<file path="src/hdl/afh_pkg.sv">
// afh_pkg: constants and carrier types for the converter result fifo host port
// assumes one system clock shared by the host bus and the converter
`default_nettype none
package afh_pkg;
   // converter and fifo shape
   localparam int DATA_W = 12;
   localparam int FIFO_DEPTH = 8;
   localparam int WORD_W = DATA_W + 2;
   localparam int PTR_W = 3;
   localparam int CNT_W = 4;

   // timing: clock rate and conversion length in clock cycles
   localparam int CLK_PERIOD_PS = 8000;
   localparam int CONV_TIME_PS = 448000;
   localparam logic [5:0] CONV_CYC = 6'(CONV_TIME_PS / CLK_PERIOD_PS);

   // register byte offsets on the axi4-lite slave
   localparam logic [7:0] REG_CTRL = 8'h00;
   localparam logic [7:0] REG_STATUS = 8'h04;
   localparam logic [7:0] REG_HEAD = 8'h08;
   localparam logic [7:0] REG_IRQ_STAT = 8'h0C;
   localparam logic [7:0] REG_IRQ_MASK = 8'h10;

   // control field positions (same layout on the parallel bus)
   localparam int CTRL_LEN_LSB = 0;
   localparam int CTRL_ALERT_EN = 6;
   localparam logic [3:0] CTRL_LEN_RST = 4'h0;

   // status field positions
   localparam int ST_CNT_LSB = 0;
   localparam int ST_EMPTY = 4;
   localparam int ST_RANGE = 5;
   localparam int ST_ALERT_EN = 6;
   localparam int ST_UNDER = 7;
   localparam int ST_OVER = 8;
   localparam int ST_BUSY = 9;

   // fifo word layout
   localparam int WD_UNDER = 12;
   localparam int WD_OVER = 13;

   // interrupt event bits
   localparam int IRQ_W = 3;
   localparam int IRQ_LEVEL = 0;
   localparam int IRQ_RANGE = 1;
   localparam int IRQ_OVFL = 2;

   // axi responses
   localparam logic [1:0] RESP_OKAY = 2'h0;
   localparam logic [1:0] RESP_SLVERR = 2'h2;

   // pin bundle passed through the synchroniser
   typedef struct packed {
      logic cs_n;
      logic rd_n;
      logic wr_n;
      logic a0;
      logic cv_n;
      logic over;
      logic under;
      logic [DATA_W-1:0] code;
      logic [DATA_W-1:0] db;
   } afh_pins_t;
endpackage : afh_pkg
`default_nettype wire

</file>
<file path="src/hdl/afh_top.sv">
// afh_top: result fifo, conversion sequencer, parallel host port and axi4-lite slave
// assumes host bus pins share CLK_SYS and a two-way data bus is resolved outside
`default_nettype none

module afh_top (
   input wire logic CLK_SYS,
   input wire logic ARST_N,
   input wire logic [7:0] S_AXI_AWADDR,
   input wire logic S_AXI_AWVALID,
   output logic S_AXI_AWREADY,
   input wire logic [31:0] S_AXI_WDATA,
   input wire logic [3:0] S_AXI_WSTRB,
   input wire logic S_AXI_WVALID,
   output logic S_AXI_WREADY,
   output logic [1:0] S_AXI_BRESP,
   output logic S_AXI_BVALID,
   input wire logic S_AXI_BREADY,
   input wire logic [7:0] S_AXI_ARADDR,
   input wire logic S_AXI_ARVALID,
   output logic S_AXI_ARREADY,
   output logic [31:0] S_AXI_RDATA,
   output logic [1:0] S_AXI_RRESP,
   output logic S_AXI_RVALID,
   input wire logic S_AXI_RREADY,
   input wire logic CS_N,
   input wire logic READ_STROBE_N,
   input wire logic WRITE_STROBE_N,
   input wire logic ADDR0,
   input wire logic CONVERT_START_N,
   input wire logic [afh_pkg::DATA_W-1:0] DB_IN,
   output logic [afh_pkg::DATA_W-1:0] DB_OUT,
   output logic DB_OE,
   input wire logic [afh_pkg::DATA_W-1:0] ADC_CODE,
   input wire logic ADC_OVER,
   input wire logic ADC_UNDER,
   output logic BUSY_N,
   output logic FIFO_LEVEL_ALERT_N,
   output logic IRQ
);
   import afh_pkg::*;

   typedef struct packed {
      afh_pins_t s1;
      afh_pins_t s2;
      afh_pins_t p;
      logic [FIFO_DEPTH-1:0][WORD_W-1:0] mem;
      logic [PTR_W-1:0] wp;
      logic [PTR_W-1:0] rp;
      logic [CNT_W-1:0] cnt;
      logic [3:0] len;
      logic alert_en;
      logic busy_n;
      logic [5:0] ccnt;
      logic [WORD_W-1:0] held;
      logic last_under;
      logic last_over;
      logic alert_n;
      logic [DATA_W-1:0] db_out;
      logic db_oe;
      logic [IRQ_W-1:0] irq_st;
      logic [IRQ_W-1:0] irq_mask;
      logic irq;
      logic awready;
      logic aw_full;
      logic [7:0] aw_addr;
      logic wready;
      logic w_full;
      logic [31:0] w_data;
      logic [3:0] w_host_access_strobe;
      logic bvalid;
      logic [1:0] bresp;
      logic arready;
      logic rvalid;
      logic [31:0] rdata;
      logic [1:0] rresp;
   } afh_state_t;

   // strobes idle high so no edge is seen at reset release
   localparam afh_state_t ST_RST = '{s1: '1, s2: '1, p: '1, alert_n: 1'b1, busy_n: 1'b1,
                                     len: CTRL_LEN_RST, default: '0};

   logic [1:0] rst_q;
   logic rst_n;
   afh_state_t st;
   afh_state_t nx;
   afh_pins_t pins;
   logic push;
   logic pop;
   logic rd_act;
   logic cv_rise;
   logic wr_rise;
   logic range_any;
   logic [11:0] status;
   logic [IRQ_W-1:0] ev;
   logic [IRQ_W-1:0] clr;
   logic [31:0] rd_word;
   logic [1:0] rd_resp;

   // effective fifo length: code 0 means the full depth
   function automatic logic [CNT_W-1:0] eff_len(input logic [3:0] l);
      eff_len = (l == 4'h0 || l > 4'(FIFO_DEPTH)) ? CNT_W'(FIFO_DEPTH) : l;
   endfunction : eff_len

   // reset release through two flip-flops
   always_ff @(posedge CLK_SYS or negedge ARST_N) begin
      if (!ARST_N) begin
         rst_q <= 2'h0;
      end else begin
         rst_q <= {rst_q[0], 1'b1};
      end
   end
   assign rst_n = rst_q[1];

   // pin bundle into the synchroniser
   assign pins = '{cs_n: CS_N, rd_n: READ_STROBE_N, wr_n: WRITE_STROBE_N, a0: ADDR0,
                   cv_n: CONVERT_START_N, over: ADC_OVER, under: ADC_UNDER,
                   code: ADC_CODE, db: DB_IN};

   // strobe decode on synchronised pins
   assign rd_act = !st.s2.cs_n && !st.s2.rd_n;
   assign pop = !st.s2.cs_n && !st.s2.rd_n && st.p.rd_n && !st.s2.a0 && st.cnt != 4'h0;
   assign wr_rise = !st.p.cs_n && !st.p.wr_n && st.s2.wr_n && st.p.a0;
   assign cv_rise = st.s2.cv_n && !st.p.cv_n;
   assign push = !st.busy_n && st.ccnt == 6'h0 && !rd_act;

   // out-of-range summary over occupied words
   always_comb begin
      range_any = 1'b0;
      for (int i = 0; i < FIFO_DEPTH; i++) begin
         // distance wraps at the pointer width before it is compared with the count
         if (CNT_W'(PTR_W'(PTR_W'(i) - st.rp)) < st.cnt) begin
            range_any = range_any | st.mem[i][WD_UNDER] | st.mem[i][WD_OVER];
         end
      end
   end

   // status word shared by both buses
   always_comb begin
      status = 12'h000;
      status[ST_CNT_LSB +: CNT_W] = st.cnt;
      status[ST_EMPTY] = st.cnt == 4'h0;
      status[ST_RANGE] = range_any;
      status[ST_ALERT_EN] = st.alert_en;
      status[ST_UNDER] = st.last_under;
      status[ST_OVER] = st.last_over;
      status[ST_BUSY] = !st.busy_n;
   end

   // axi read mux
   always_comb begin
      rd_word = 32'h0000_0000;
      rd_resp = RESP_OKAY;
      case (S_AXI_ARADDR)
         REG_CTRL: rd_word = {25'h0, st.alert_en, 2'h0, st.len};
         REG_STATUS: rd_word = {20'h0, status};
         REG_HEAD: rd_word = {18'h0, st.mem[st.rp]};
         REG_IRQ_STAT: rd_word = {29'h0, st.irq_st};
         REG_IRQ_MASK: rd_word = {29'h0, st.irq_mask};
         default: rd_resp = RESP_SLVERR;
      endcase
   end

   // next state of the whole block
   always_comb begin
      nx = st;
      ev = '0;
      clr = '0;
      nx.s1 = pins;
      nx.s2 = st.s1;
      nx.p = st.s2;
      // conversion sequencer
      if (cv_rise && st.busy_n) begin
         nx.held = {st.s2.over, st.s2.under, st.s2.code};
         nx.busy_n = 1'b0;
         nx.ccnt = CONV_CYC - 6'h1;
      end else if (!st.busy_n && !rd_act) begin
         if (st.ccnt == 6'h0) begin
            nx.busy_n = 1'b1;
         end else begin
            nx.ccnt = st.ccnt - 6'h1;
         end
      end
      // fifo push, new sample dropped when full
      if (push) begin
         if (st.cnt == 4'(FIFO_DEPTH) && !pop) begin
            ev[IRQ_OVFL] = 1'b1;
         end else begin
            nx.mem[st.wp] = st.held;
            nx.wp = st.wp + 3'h1;
            ev[IRQ_RANGE] = st.held[WD_UNDER] | st.held[WD_OVER]; // only stored samples
         end
      end
      // parallel read: data drive only during select and read
      nx.db_oe = rd_act;
      if (!st.s2.cs_n && !st.s2.rd_n && st.p.rd_n) begin
         nx.db_out = st.s2.a0 ? status : st.mem[st.rp][DATA_W-1:0];
      end
      if (pop) begin
         nx.rp = st.rp + 3'h1;
         nx.last_under = st.mem[st.rp][WD_UNDER];
         nx.last_over = st.mem[st.rp][WD_OVER];
      end
      nx.cnt = st.cnt + CNT_W'(push && !ev[IRQ_OVFL]) - CNT_W'(pop);
      // parallel control write sampled with the strobe still low
      if (wr_rise) begin
         nx.len = st.p.db[CTRL_LEN_LSB +: 4];
         nx.alert_en = st.p.db[CTRL_ALERT_EN];
      end
      // axi write channel capture
      if (st.awready && S_AXI_AWVALID) begin
         nx.aw_full = 1'b1;
         nx.aw_addr = S_AXI_AWADDR;
      end
      if (st.wready && S_AXI_WVALID) begin
         nx.w_full = 1'b1;
         nx.w_data = S_AXI_WDATA;
         nx.w_host_access_strobe = S_AXI_WSTRB;
      end
      if (st.bvalid && S_AXI_BREADY) begin
         nx.bvalid = 1'b0;
      end
      if (st.aw_full && st.w_full && !st.bvalid) begin
         nx.aw_full = 1'b0;
         nx.w_full = 1'b0;
         nx.bvalid = 1'b1;
         nx.bresp = RESP_OKAY;
         case (st.aw_addr)
            REG_CTRL: begin
               if (st.w_host_access_strobe[0]) begin
                  nx.len = st.w_data[CTRL_LEN_LSB +: 4];
                  nx.alert_en = st.w_data[CTRL_ALERT_EN];
               end
            end
            REG_STATUS, REG_HEAD: ;
            REG_IRQ_STAT: clr = st.w_host_access_strobe[0] ? st.w_data[IRQ_W-1:0] : '0;
            REG_IRQ_MASK: begin
               if (st.w_host_access_strobe[0]) begin
                  nx.irq_mask = st.w_data[IRQ_W-1:0];
               end
            end
            default: nx.bresp = RESP_SLVERR;
         endcase
      end
      nx.awready = !nx.aw_full && !nx.bvalid;
      nx.wready = !nx.w_full && !nx.bvalid;
      // axi read channel
      if (st.rvalid && S_AXI_RREADY) begin
         nx.rvalid = 1'b0;
      end
      if (st.arready && S_AXI_ARVALID) begin
         nx.rvalid = 1'b1;
         nx.rdata = rd_word;
         nx.rresp = rd_resp;
      end
      nx.arready = !nx.rvalid;
      // level alert from the updated count
      nx.alert_n = !(nx.alert_en && nx.cnt >= eff_len(nx.len));
      ev[IRQ_LEVEL] = !nx.alert_n && st.alert_n;
      // sticky events, set wins over clear
      nx.irq_st = (st.irq_st & ~clr) | ev;
      nx.irq = |(nx.irq_st & nx.irq_mask);
   end

   // state register
   always_ff @(posedge CLK_SYS or negedge rst_n) begin
      if (!rst_n) begin
         st <= ST_RST;
      end else begin
         st <= nx;
      end
   end

   // outputs straight from the state register
   assign S_AXI_AWREADY = st.awready;
   assign S_AXI_WREADY = st.wready;
   assign S_AXI_BRESP = st.bresp;
   assign S_AXI_BVALID = st.bvalid;
   assign S_AXI_ARREADY = st.arready;
   assign S_AXI_RDATA = st.rdata;
   assign S_AXI_RRESP = st.rresp;
   assign S_AXI_RVALID = st.rvalid;
   assign DB_OUT = st.db_out;
   assign DB_OE = st.db_oe;
   assign BUSY_N = st.busy_n;
   assign FIFO_LEVEL_ALERT_N = st.alert_n;
   assign IRQ = st.irq;
endmodule : afh_top
`default_nettype wire
</file>
<file path="config.mk">
export PLATFORM = sky130hd
export DESIGN_NAME = afh_top
export DESIGN_NICKNAME = d
export VERILOG_FILES = /design/src/hdl/afh_pkg.sv /design/src/hdl/afh_top.sv
export SDC_FILE = /design/constraint.sdc
export NUM_CORES = 1
export LEC_CHECK = 0
export BUFFER_PORTS_ARGS = -buffer_cell sky130_fd_sc_hd__buf_2
export CORE_ASPECT_RATIO = 0.7
export CORE_MARGIN = 5
export CORE_UTILIZATION = 50
export DETAILED_ROUTE_END_ITERATION = 7
export HOLD_SLACK_MARGIN = 0.06
export PLACE_DENSITY = 0.74
export SYNTH_ARGS = -nofsm -noshare
export SYNTH_HDL_FRONTEND = slang
export SYNTH_SLANG_ARGS = --single-unit
export TNS_END_PERCENT = 5
</file>
<file path="constraint.sdc">
create_clock -name CLK_SYS -period 16.5 [get_ports CLK_SYS]
set_input_delay 0.825 -clock CLK_SYS [delete_from_list [all_inputs] [get_ports CLK_SYS]]
set_output_delay 0.825 -clock CLK_SYS [all_outputs]
set_load 0.02 [all_outputs]
</file>
==> flow_metrics.py, run 1 <==
metrics = {
    "die": {
        "die_x_um": 194,
        "pin_count": 147,
        "coreArea_um2": 23500,
        "die-area_um2": 26800,
        "floorplan.initialDensity_pct": 50.3,
        "fp.dieH_um": 139,
        "fp-row-count": 47,
    },
    "worst_hold_path": {
        "worstHoldPathType": "reg2reg",
        "holdPathStages": 0,
    },
    "critical_path": {
        "criticalPathCategory": "reg2reg",
        "cp_data_required_time_ns": 16.91,
        "start_kind": "flop",
        "cp.arrival_ns": 5.41,
        "reg2reg_depth": 13,
        "critPathMaxFanout": 24,
        "cp-end-kind": "flop",
        "r2r_slack_ns": 11.50,
    },
    "sta": {
        "post-route-min-period_ns": 5.00,
        "max_slew_margin_pct": 25.8,
        "slew_viol_final": 0,
        "worstMarginPinSlew_ns": 1.11,
        "min_period_over_period_pct": 30.3,
        "rsz0062_at_grt": "no",
        "tns_ns": 0,
        "skew_ns": 0.00820,
        "finalSetupViolations": 0,
        "max_freq_ghz": 0.200,
        "fin_ws_ns": 11.50,
        "hold_viol": 0,
    },
    "power": {
        "p_total_uw": 1960,
        "pwr_density_cell_nw_per_um2": 149,
        "ir_drop_v": 0.0000884,
        "p_leak_uw": 0.00624,
    },
    "yosys": {
        "yosys-top-cells-count": "dfrtp_1, mux2_2, nand2_1",
        "synth_area_leaders": "dfrtp_1, mux2_2, dfstp_2",
        "yosys.cell_types.count": 67,
        "synth_area_leader_cell": "dfrtp_1",
        "synthMuxAreaShare_pct": 21.2,
        "synth_seq_cells": 268,
        "yosys_most_used_dff": "dfrtp_1",
        "ys_seq_area_share_pct": 57.5,
        "synth_area_um2": 11800,
        "yosysWarnings": 0,
        "yosysMostFrequentCell": "dfrtp_1",
        "synth_xor_area_share_pct": 1.04,
        "synthAdderAreaFrac_pct": 2.93,
        "synth_top_area_share_pct": 44.1,
        "synth-compound-area-share_pct": 4.65,
        "synth_top_family_by_area": "multiplexers",
        "synth_edf_count": 0,
        "syn_area_per_cell_um2": 13.6,
        "yosys.area_share.simple_pct": 7.35,
        "async_reset_ff_share_pct": 100,
        "synth_cells": 870,
    },
    "detailed_routing": {
        "wl_per_cell_um": 19.0,
        "postRouteAntennaNets": 0,
        "drt_iter0_drc": 566,
        "routed_wl_um": 24100,
        "vias": 6957,
        "via_per_inst": 5.49,
        "dr.pass1.iters": 8,
        "route.detailed.drc": 0,
    },
    "placed_design": {
        "place_congestion": 0.813,
        "port-buffer-count": 89,
        "dp_cells": 1221,
        "place_ws_ns": 11.57,
        "hpwl_um": 16400,
    },
    "cells_and_area": {
        "finalNetCount": 1048,
        "final_cells": 1268,
        "multi_input_area_um2": 4470,
        "fillers": 1886,
        "diodes": 0,
        "drive_above_1_share_pct": 40.9,
        "seqCellArea_um2": 6790,
        "syn2layout_area_growth_pct": 11.7,
        "postLayoutCoreUtil_pct": 56.2,
    },
    "global_route": {
        "grt_pass1_wl_um": 39700,
        "grt_max_degree": 81,
        "grt_pass1_vias": 7111,
        "overflow": 0,
        "antenna_found_initial": 0,
        "track_usage_pct": 18.2,
    },
    "run_status": {
        "status": "finished clean",
    },
    "clock_network": {
        "cts_tree": "done",
        "h-tree-depth": 1,
        "cts_buffer_depth": 3,
        "numClockSinks": 268,
        "clk_pin_slew_worst_paths_ns": 0.06,
        "cts_made_buffers": 25,
        "clock_latency_ns": 0.53,
        "cts_setup_buffers": 0,
        "cts_root_buf": "clkbuf_16",
    },
    "run": {
        "maxCapViolCount": 0,
    },
}
report_power, final:
part	switching, uW	leakage [uW]	internal (uW)
Sequential	152	0.00337	767
Combinational	223	0.00242	207
Clock	247	0.000445	363
Total	622	0.00624	1340
worst paths after layout:
kind	end	from
setup / recovery	IRQ$_DFF_PN0_	st[287]$_DFF_PN1_
hold / removal	rst_q[1]$_DFF_PN0_	rst_q[0]$_DFF_PN0_
setup reg to reg	IRQ$_DFF_PN0_	st[287]$_DFF_PN1_
hold reg to reg	rst_q[1]$_DFF_PN0_	rst_q[0]$_DFF_PN0_
max in group asynchronous	st[140]$_DFFE_PN0P_	rst_q[1]$_DFF_PN0_
min in group asynchronous	st[125]$_DFFE_PN0P_	rst_q[1]$_DFF_PN0_
registers in the layout, indices dropped and copies added (netlist names), 2 cells and up:
signal       cells
st             181
nx              48
S_AXI_RDATA     14
DB_OUT          12
rst_q            2
metal layers:
| metal | GRT usage (%) | share of wire (%) | vias to the layer above |
|---|---|---|---|
| met1 | 28.6 | 48 | 3562 |
| met4 | 3.54 | 1.8 | 0 |
| met2 | 26.4 | 43 | 211 |
| met5 | 0 | 0 | - |
| met3 | 3.79 | 6.5 | 34 |
| li1 | - | - | 3150 |
cells by family after synthesis:
group / count (synthesis)
flip-flops: 268
other: 2
AND/OR/NAND/NOR: 166
XOR/XNOR: 14
adder cells (fa/ha/maj): 27
buffers and inverters: 110
AO/OA/AOI/OAI: 87
multiplexers: 196
timing repair:
action / CTS / global route
resized for setup: 0 / 0
hold endpoints to repair: 2 / 0
hold buffers: 1 / 0
setup endpoints to repair: 0 / 0
placed cells by master (no fill, tap or decap), drive strengths merged, types with 3 or more instances in the layout:
cell type and instances:
a21oi 22, a221oi 4, and2 4, buf 97, clkbuf 38, clkinv 4, conb 21, dfrtp 208
dfstp 60, ha 26, inv 28, mux2 148, mux2i 20, mux4 28, nand2 63, nand2b 5
nand3 5, nand4 4, nand4b 3, nor2 38, nor2b 3, nor3 7, nor4 15, nor4b 3
o21a 3, o21ai 29, o21bai 3, o221ai 4, or3 3, or4 3, xnor2 10, xor2 4
through the flow:
step	area [um2]	hold WS (ns)
floorplan	11900	0.331
global placement	12300	0.335
detailed placement	12300	0.341
CTS	13200	0.356
global route	13200	0.359
finish	13200	0.354
critical path, stage by stage, from the launching register on:
cell and delay, ns:
dfstp_2 0.58, or3b_1 0.70, o311ai_0 0.62, and2_1 0.39, inv_4 0.14, ha_1 0.30, inv_1 0.04, ha_1 0.20
fa_1 0.47, ha_1 0.31, a2111oi_0 0.39, nor3_1 0.16, a32o_1 0.30, a221o_1 0.29
final cells by class:
class	count	area share [%]
sequential	268	51.5
multi-input combinational	511	33.9
clock buffer	38	6.22
timing repair buffer	98	3.91
tap	318	3.02
inverter	27	0.788
clock inverter	8	0.683
No activity file was read; power rests on OpenSTA's default activity.
==> run 2: changes to the inputs <==
--- a/config.mk
+++ b/config.mk
@@ -11,7 +11,7 @@
 export CORE_UTILIZATION = 50
 export DETAILED_ROUTE_END_ITERATION = 7
 export HOLD_SLACK_MARGIN = 0.06
-export PLACE_DENSITY = 0.74
+export PLACE_DENSITY = 0.77
 export SYNTH_ARGS = -nofsm -noshare
 export SYNTH_HDL_FRONTEND = slang
 export SYNTH_SLANG_ARGS = --single-unit
==> constraint.sdc (replaced) <==
create_clock -name CLK_SYS -period 4.4 [get_ports CLK_SYS]
set_input_delay 0.22 -clock CLK_SYS [delete_from_list [all_inputs] [get_ports CLK_SYS]]
set_output_delay 0.22 -clock CLK_SYS [all_outputs]
set_load 0.02 [all_outputs]
==> run 2 against run 1 <==
Cell area increased by 4.3%. Largest power group unchanged. Critical path depth increased by 1. Clock power increased to 3.7 times the previous value.
==> flow_metrics.py, run 2 (synthesized netlist as in run 1, its figures left out) <==
metrics = {
    "global_route": {
        "grt_max_degree": 97,
        "track_usage_pct": 18.4,
        "grt_pass1_vias": 7434,
        "overflow": 0,
        "antenna_found_initial": 0,
        "grt_pass1_wl_um": 40400,
    },
    "detailed_routing": {
        "dr.pass1.iters": 5,
        "routed_wl_um": 25200,
        "via_per_inst": 5.41,
        "drt_iter0_drc": 614,
        "wl_met3_um": 1760,
        "wl_met1_um": 11700,
        "route.detailed.drc": 0,
        "wl_met2_um": 11300,
        "highest_layer": "met4",
        "postRouteAntennaNets": 0,
        "vias": 7181,
        "wl_per_cell_um": 19.0,
    },
    "cells_and_area": {
        "finalNetCount": 1106,
        "regMostFlops": "st",
        "diodes": 0,
        "final_common_cell": "dfrtp_1",
        "layout_common_cells": "dfrtp_1, mux2_2, buf_2",
        "drive_above_1_share_pct": 39.7,
        "fin_area_um2": 13700,
        "syn2layout_area_growth_pct": 16.5,
        "largest_register_ffs": 181,
    },
    "sta": {
        "min_period_over_period_pct": 94.3,
        "rsz0062_at_grt": "no",
        "fin_ws_ns": 0.250,
        "post-route-min-period_ns": 4.15,
        "hold_viol": 0,
        "slew_viol_final": 0,
        "max_freq_ghz": 0.241,
        "worstMarginPinSlew_ns": 1.12,
        "skew_ns": 0.0160,
        "tns_ns": 0,
        "finalSetupViolations": 0,
        "max_slew_margin_pct": 24.4,
        "whs_ns": 0.134,
    },
    "clock_network": {
        "cts_root_buf": "clkbuf_16",
        "clock_latency_ns": 0.53,
        "cts_made_buffers": 26,
        "numClockSinks": 268,
        "clk_pin_slew_worst_paths_ns": 0.06,
        "cts_buffer_depth": 3,
        "cts_tree": "done",
        "h-tree-depth": 1,
    },
    "placed_design": {
        "place_congestion": 0.851,
        "place_area_um2": 12400,
        "hpwl_um": 16800,
        "place_ws_ns": 0.0136,
        "port-buffer-count": 89,
    },
    "critical_path": {
        "criticalPathCategory": "reg2reg",
        "r2r_slack_ns": 0.25,
        "cp_cell_sequence": "or3b_1, buf_4, nor2_1, nand2b_1, inv_2, ha_1, inv_1, ha_1, fa_1, ha_1, a2111oi_2, nor3_1, a32o_1, a221o_1",
        "cp-end-kind": "flop",
        "cp.arrival_ns": 4.57,
        "critPathMaxStageDelay_ns": 0.54,
        "start_kind": "flop",
        "slowest_stage": "dfstp_2",
        "critPathMaxFanout": 23,
        "reg2reg_from": "st[287]$_DFF_PN1_",
        "crit_top_cell": "ha_1",
        "cp_data_required_time_ns": 4.82,
        "startpoint": "st[287]$_DFF_PN1_",
    },
    "die": {
        "fp-row-count": 47,
        "fp.dieH_um": 139,
        "coreArea_um2": 23500,
        "pin_count": 147,
        "floorplan.initialDensity_pct": 50.3,
        "die_x_um": 194,
        "die-area_um2": 26800,
    },
    "run_status": {
        "status": "finished clean",
    },
    "power": {
        "p_total_uw": 7460,
        "ir_drop_v": 0.000407,
        "p_leak_uw": 0.00647,
        "pwr_density_cell_nw_per_um2": 543,
    },
    "worst_hold_path": {
        "worstHoldPathType": "in2reg",
        "min_from": "S_AXI_ARADDR[6]",
    },
    "run": {
        "maxCapViolCount": 0,
    },
}
run 2: cell types whose count changed in the layout (fill, tap and decap cells not counted), moves of 2 or more:
cell	previous run	this run
clkbuf_16	29	26
clkbuf_1	3	9
clkinv_2	2	0
clkbuf_8	6	8
dlygate4sd3_1	1	46
buf_4	8	18
buf_12	0	2
run 2: layout make-up:
type                            count  area [um2]
Clock inverter                      5        95.1
Inverter                           27         104
Multi-Input combinational cell    511        4490
Sequential cell                   268        6790
Fill cell                        1807        9720
Tap cell                          318         398
Clock buffer                       43         795
Timing Repair Buffer              155        1080
run 2: path summary, 6_finish.rpt:
| path | end | depth (start not counted) |
|---|---|---|
| worst max-delay path | IRQ$_DFF_PN0_ | 14 |
| worst min-delay path | S_AXI_RDATA[3]$_DFFE_PN0P_ | 3 |
| worst max register to register | IRQ$_DFF_PN0_ | 14 |
| worst min register to register | rst_q[1]$_DFF_PN0_ | 0 |
| max in group asynchronous | nx[317]$_DFF_PN1_ | 1 |
| min in group asynchronous | st[177]$_DFFE_PN0P_ | 0 |
run 2: stage by stage:
step	cells	utilization, %
after floorplan	889	-
after global placement	1233	52.7
after detailed placement	1233	52.7
after CTS	1327	58.5
after global routing	1327	58.6
final	1327	58.6
run 2: per-layer routing:
layer | track usage [%] | vias up
li1 | - | 3284
met1 | 28.3 | 3628
met2 | 27.8 | 231
met3 | 3.16 | 38
met4 | 3.65 | 0
met5 | 0 | -
run 2: timing repair:
item                                    4_1_cts  5_1_grt
endpoints found under the hold margin        47        0
pin swaps                                     0        0
resized for setup                             1        6
gates cloned                                  0        0
hold buffers                                 46        0
endpoints found under the setup margin        1        2
setup buffers                                 0        0
run 2: critical path: cells and delay by family, from the launching register on:
kind	cells	cell delay, ns
DFF	1	0.54
buffers and inverters	3	0.45
AOI/OAI and AO/OA	3	0.88
and+or+nand+nor	4	0.91
adders and majority gates	4	1.23
run 2: report_power, final:
| group | internal (uW) | switching, uW | leakage [uW] |
|---|---|---|---|
| clock | 1350 | 925 | 0.000430 |
| combinational | 845 | 942 | 0.00267 |
| sequential | 2880 | 518 | 0.00337 |
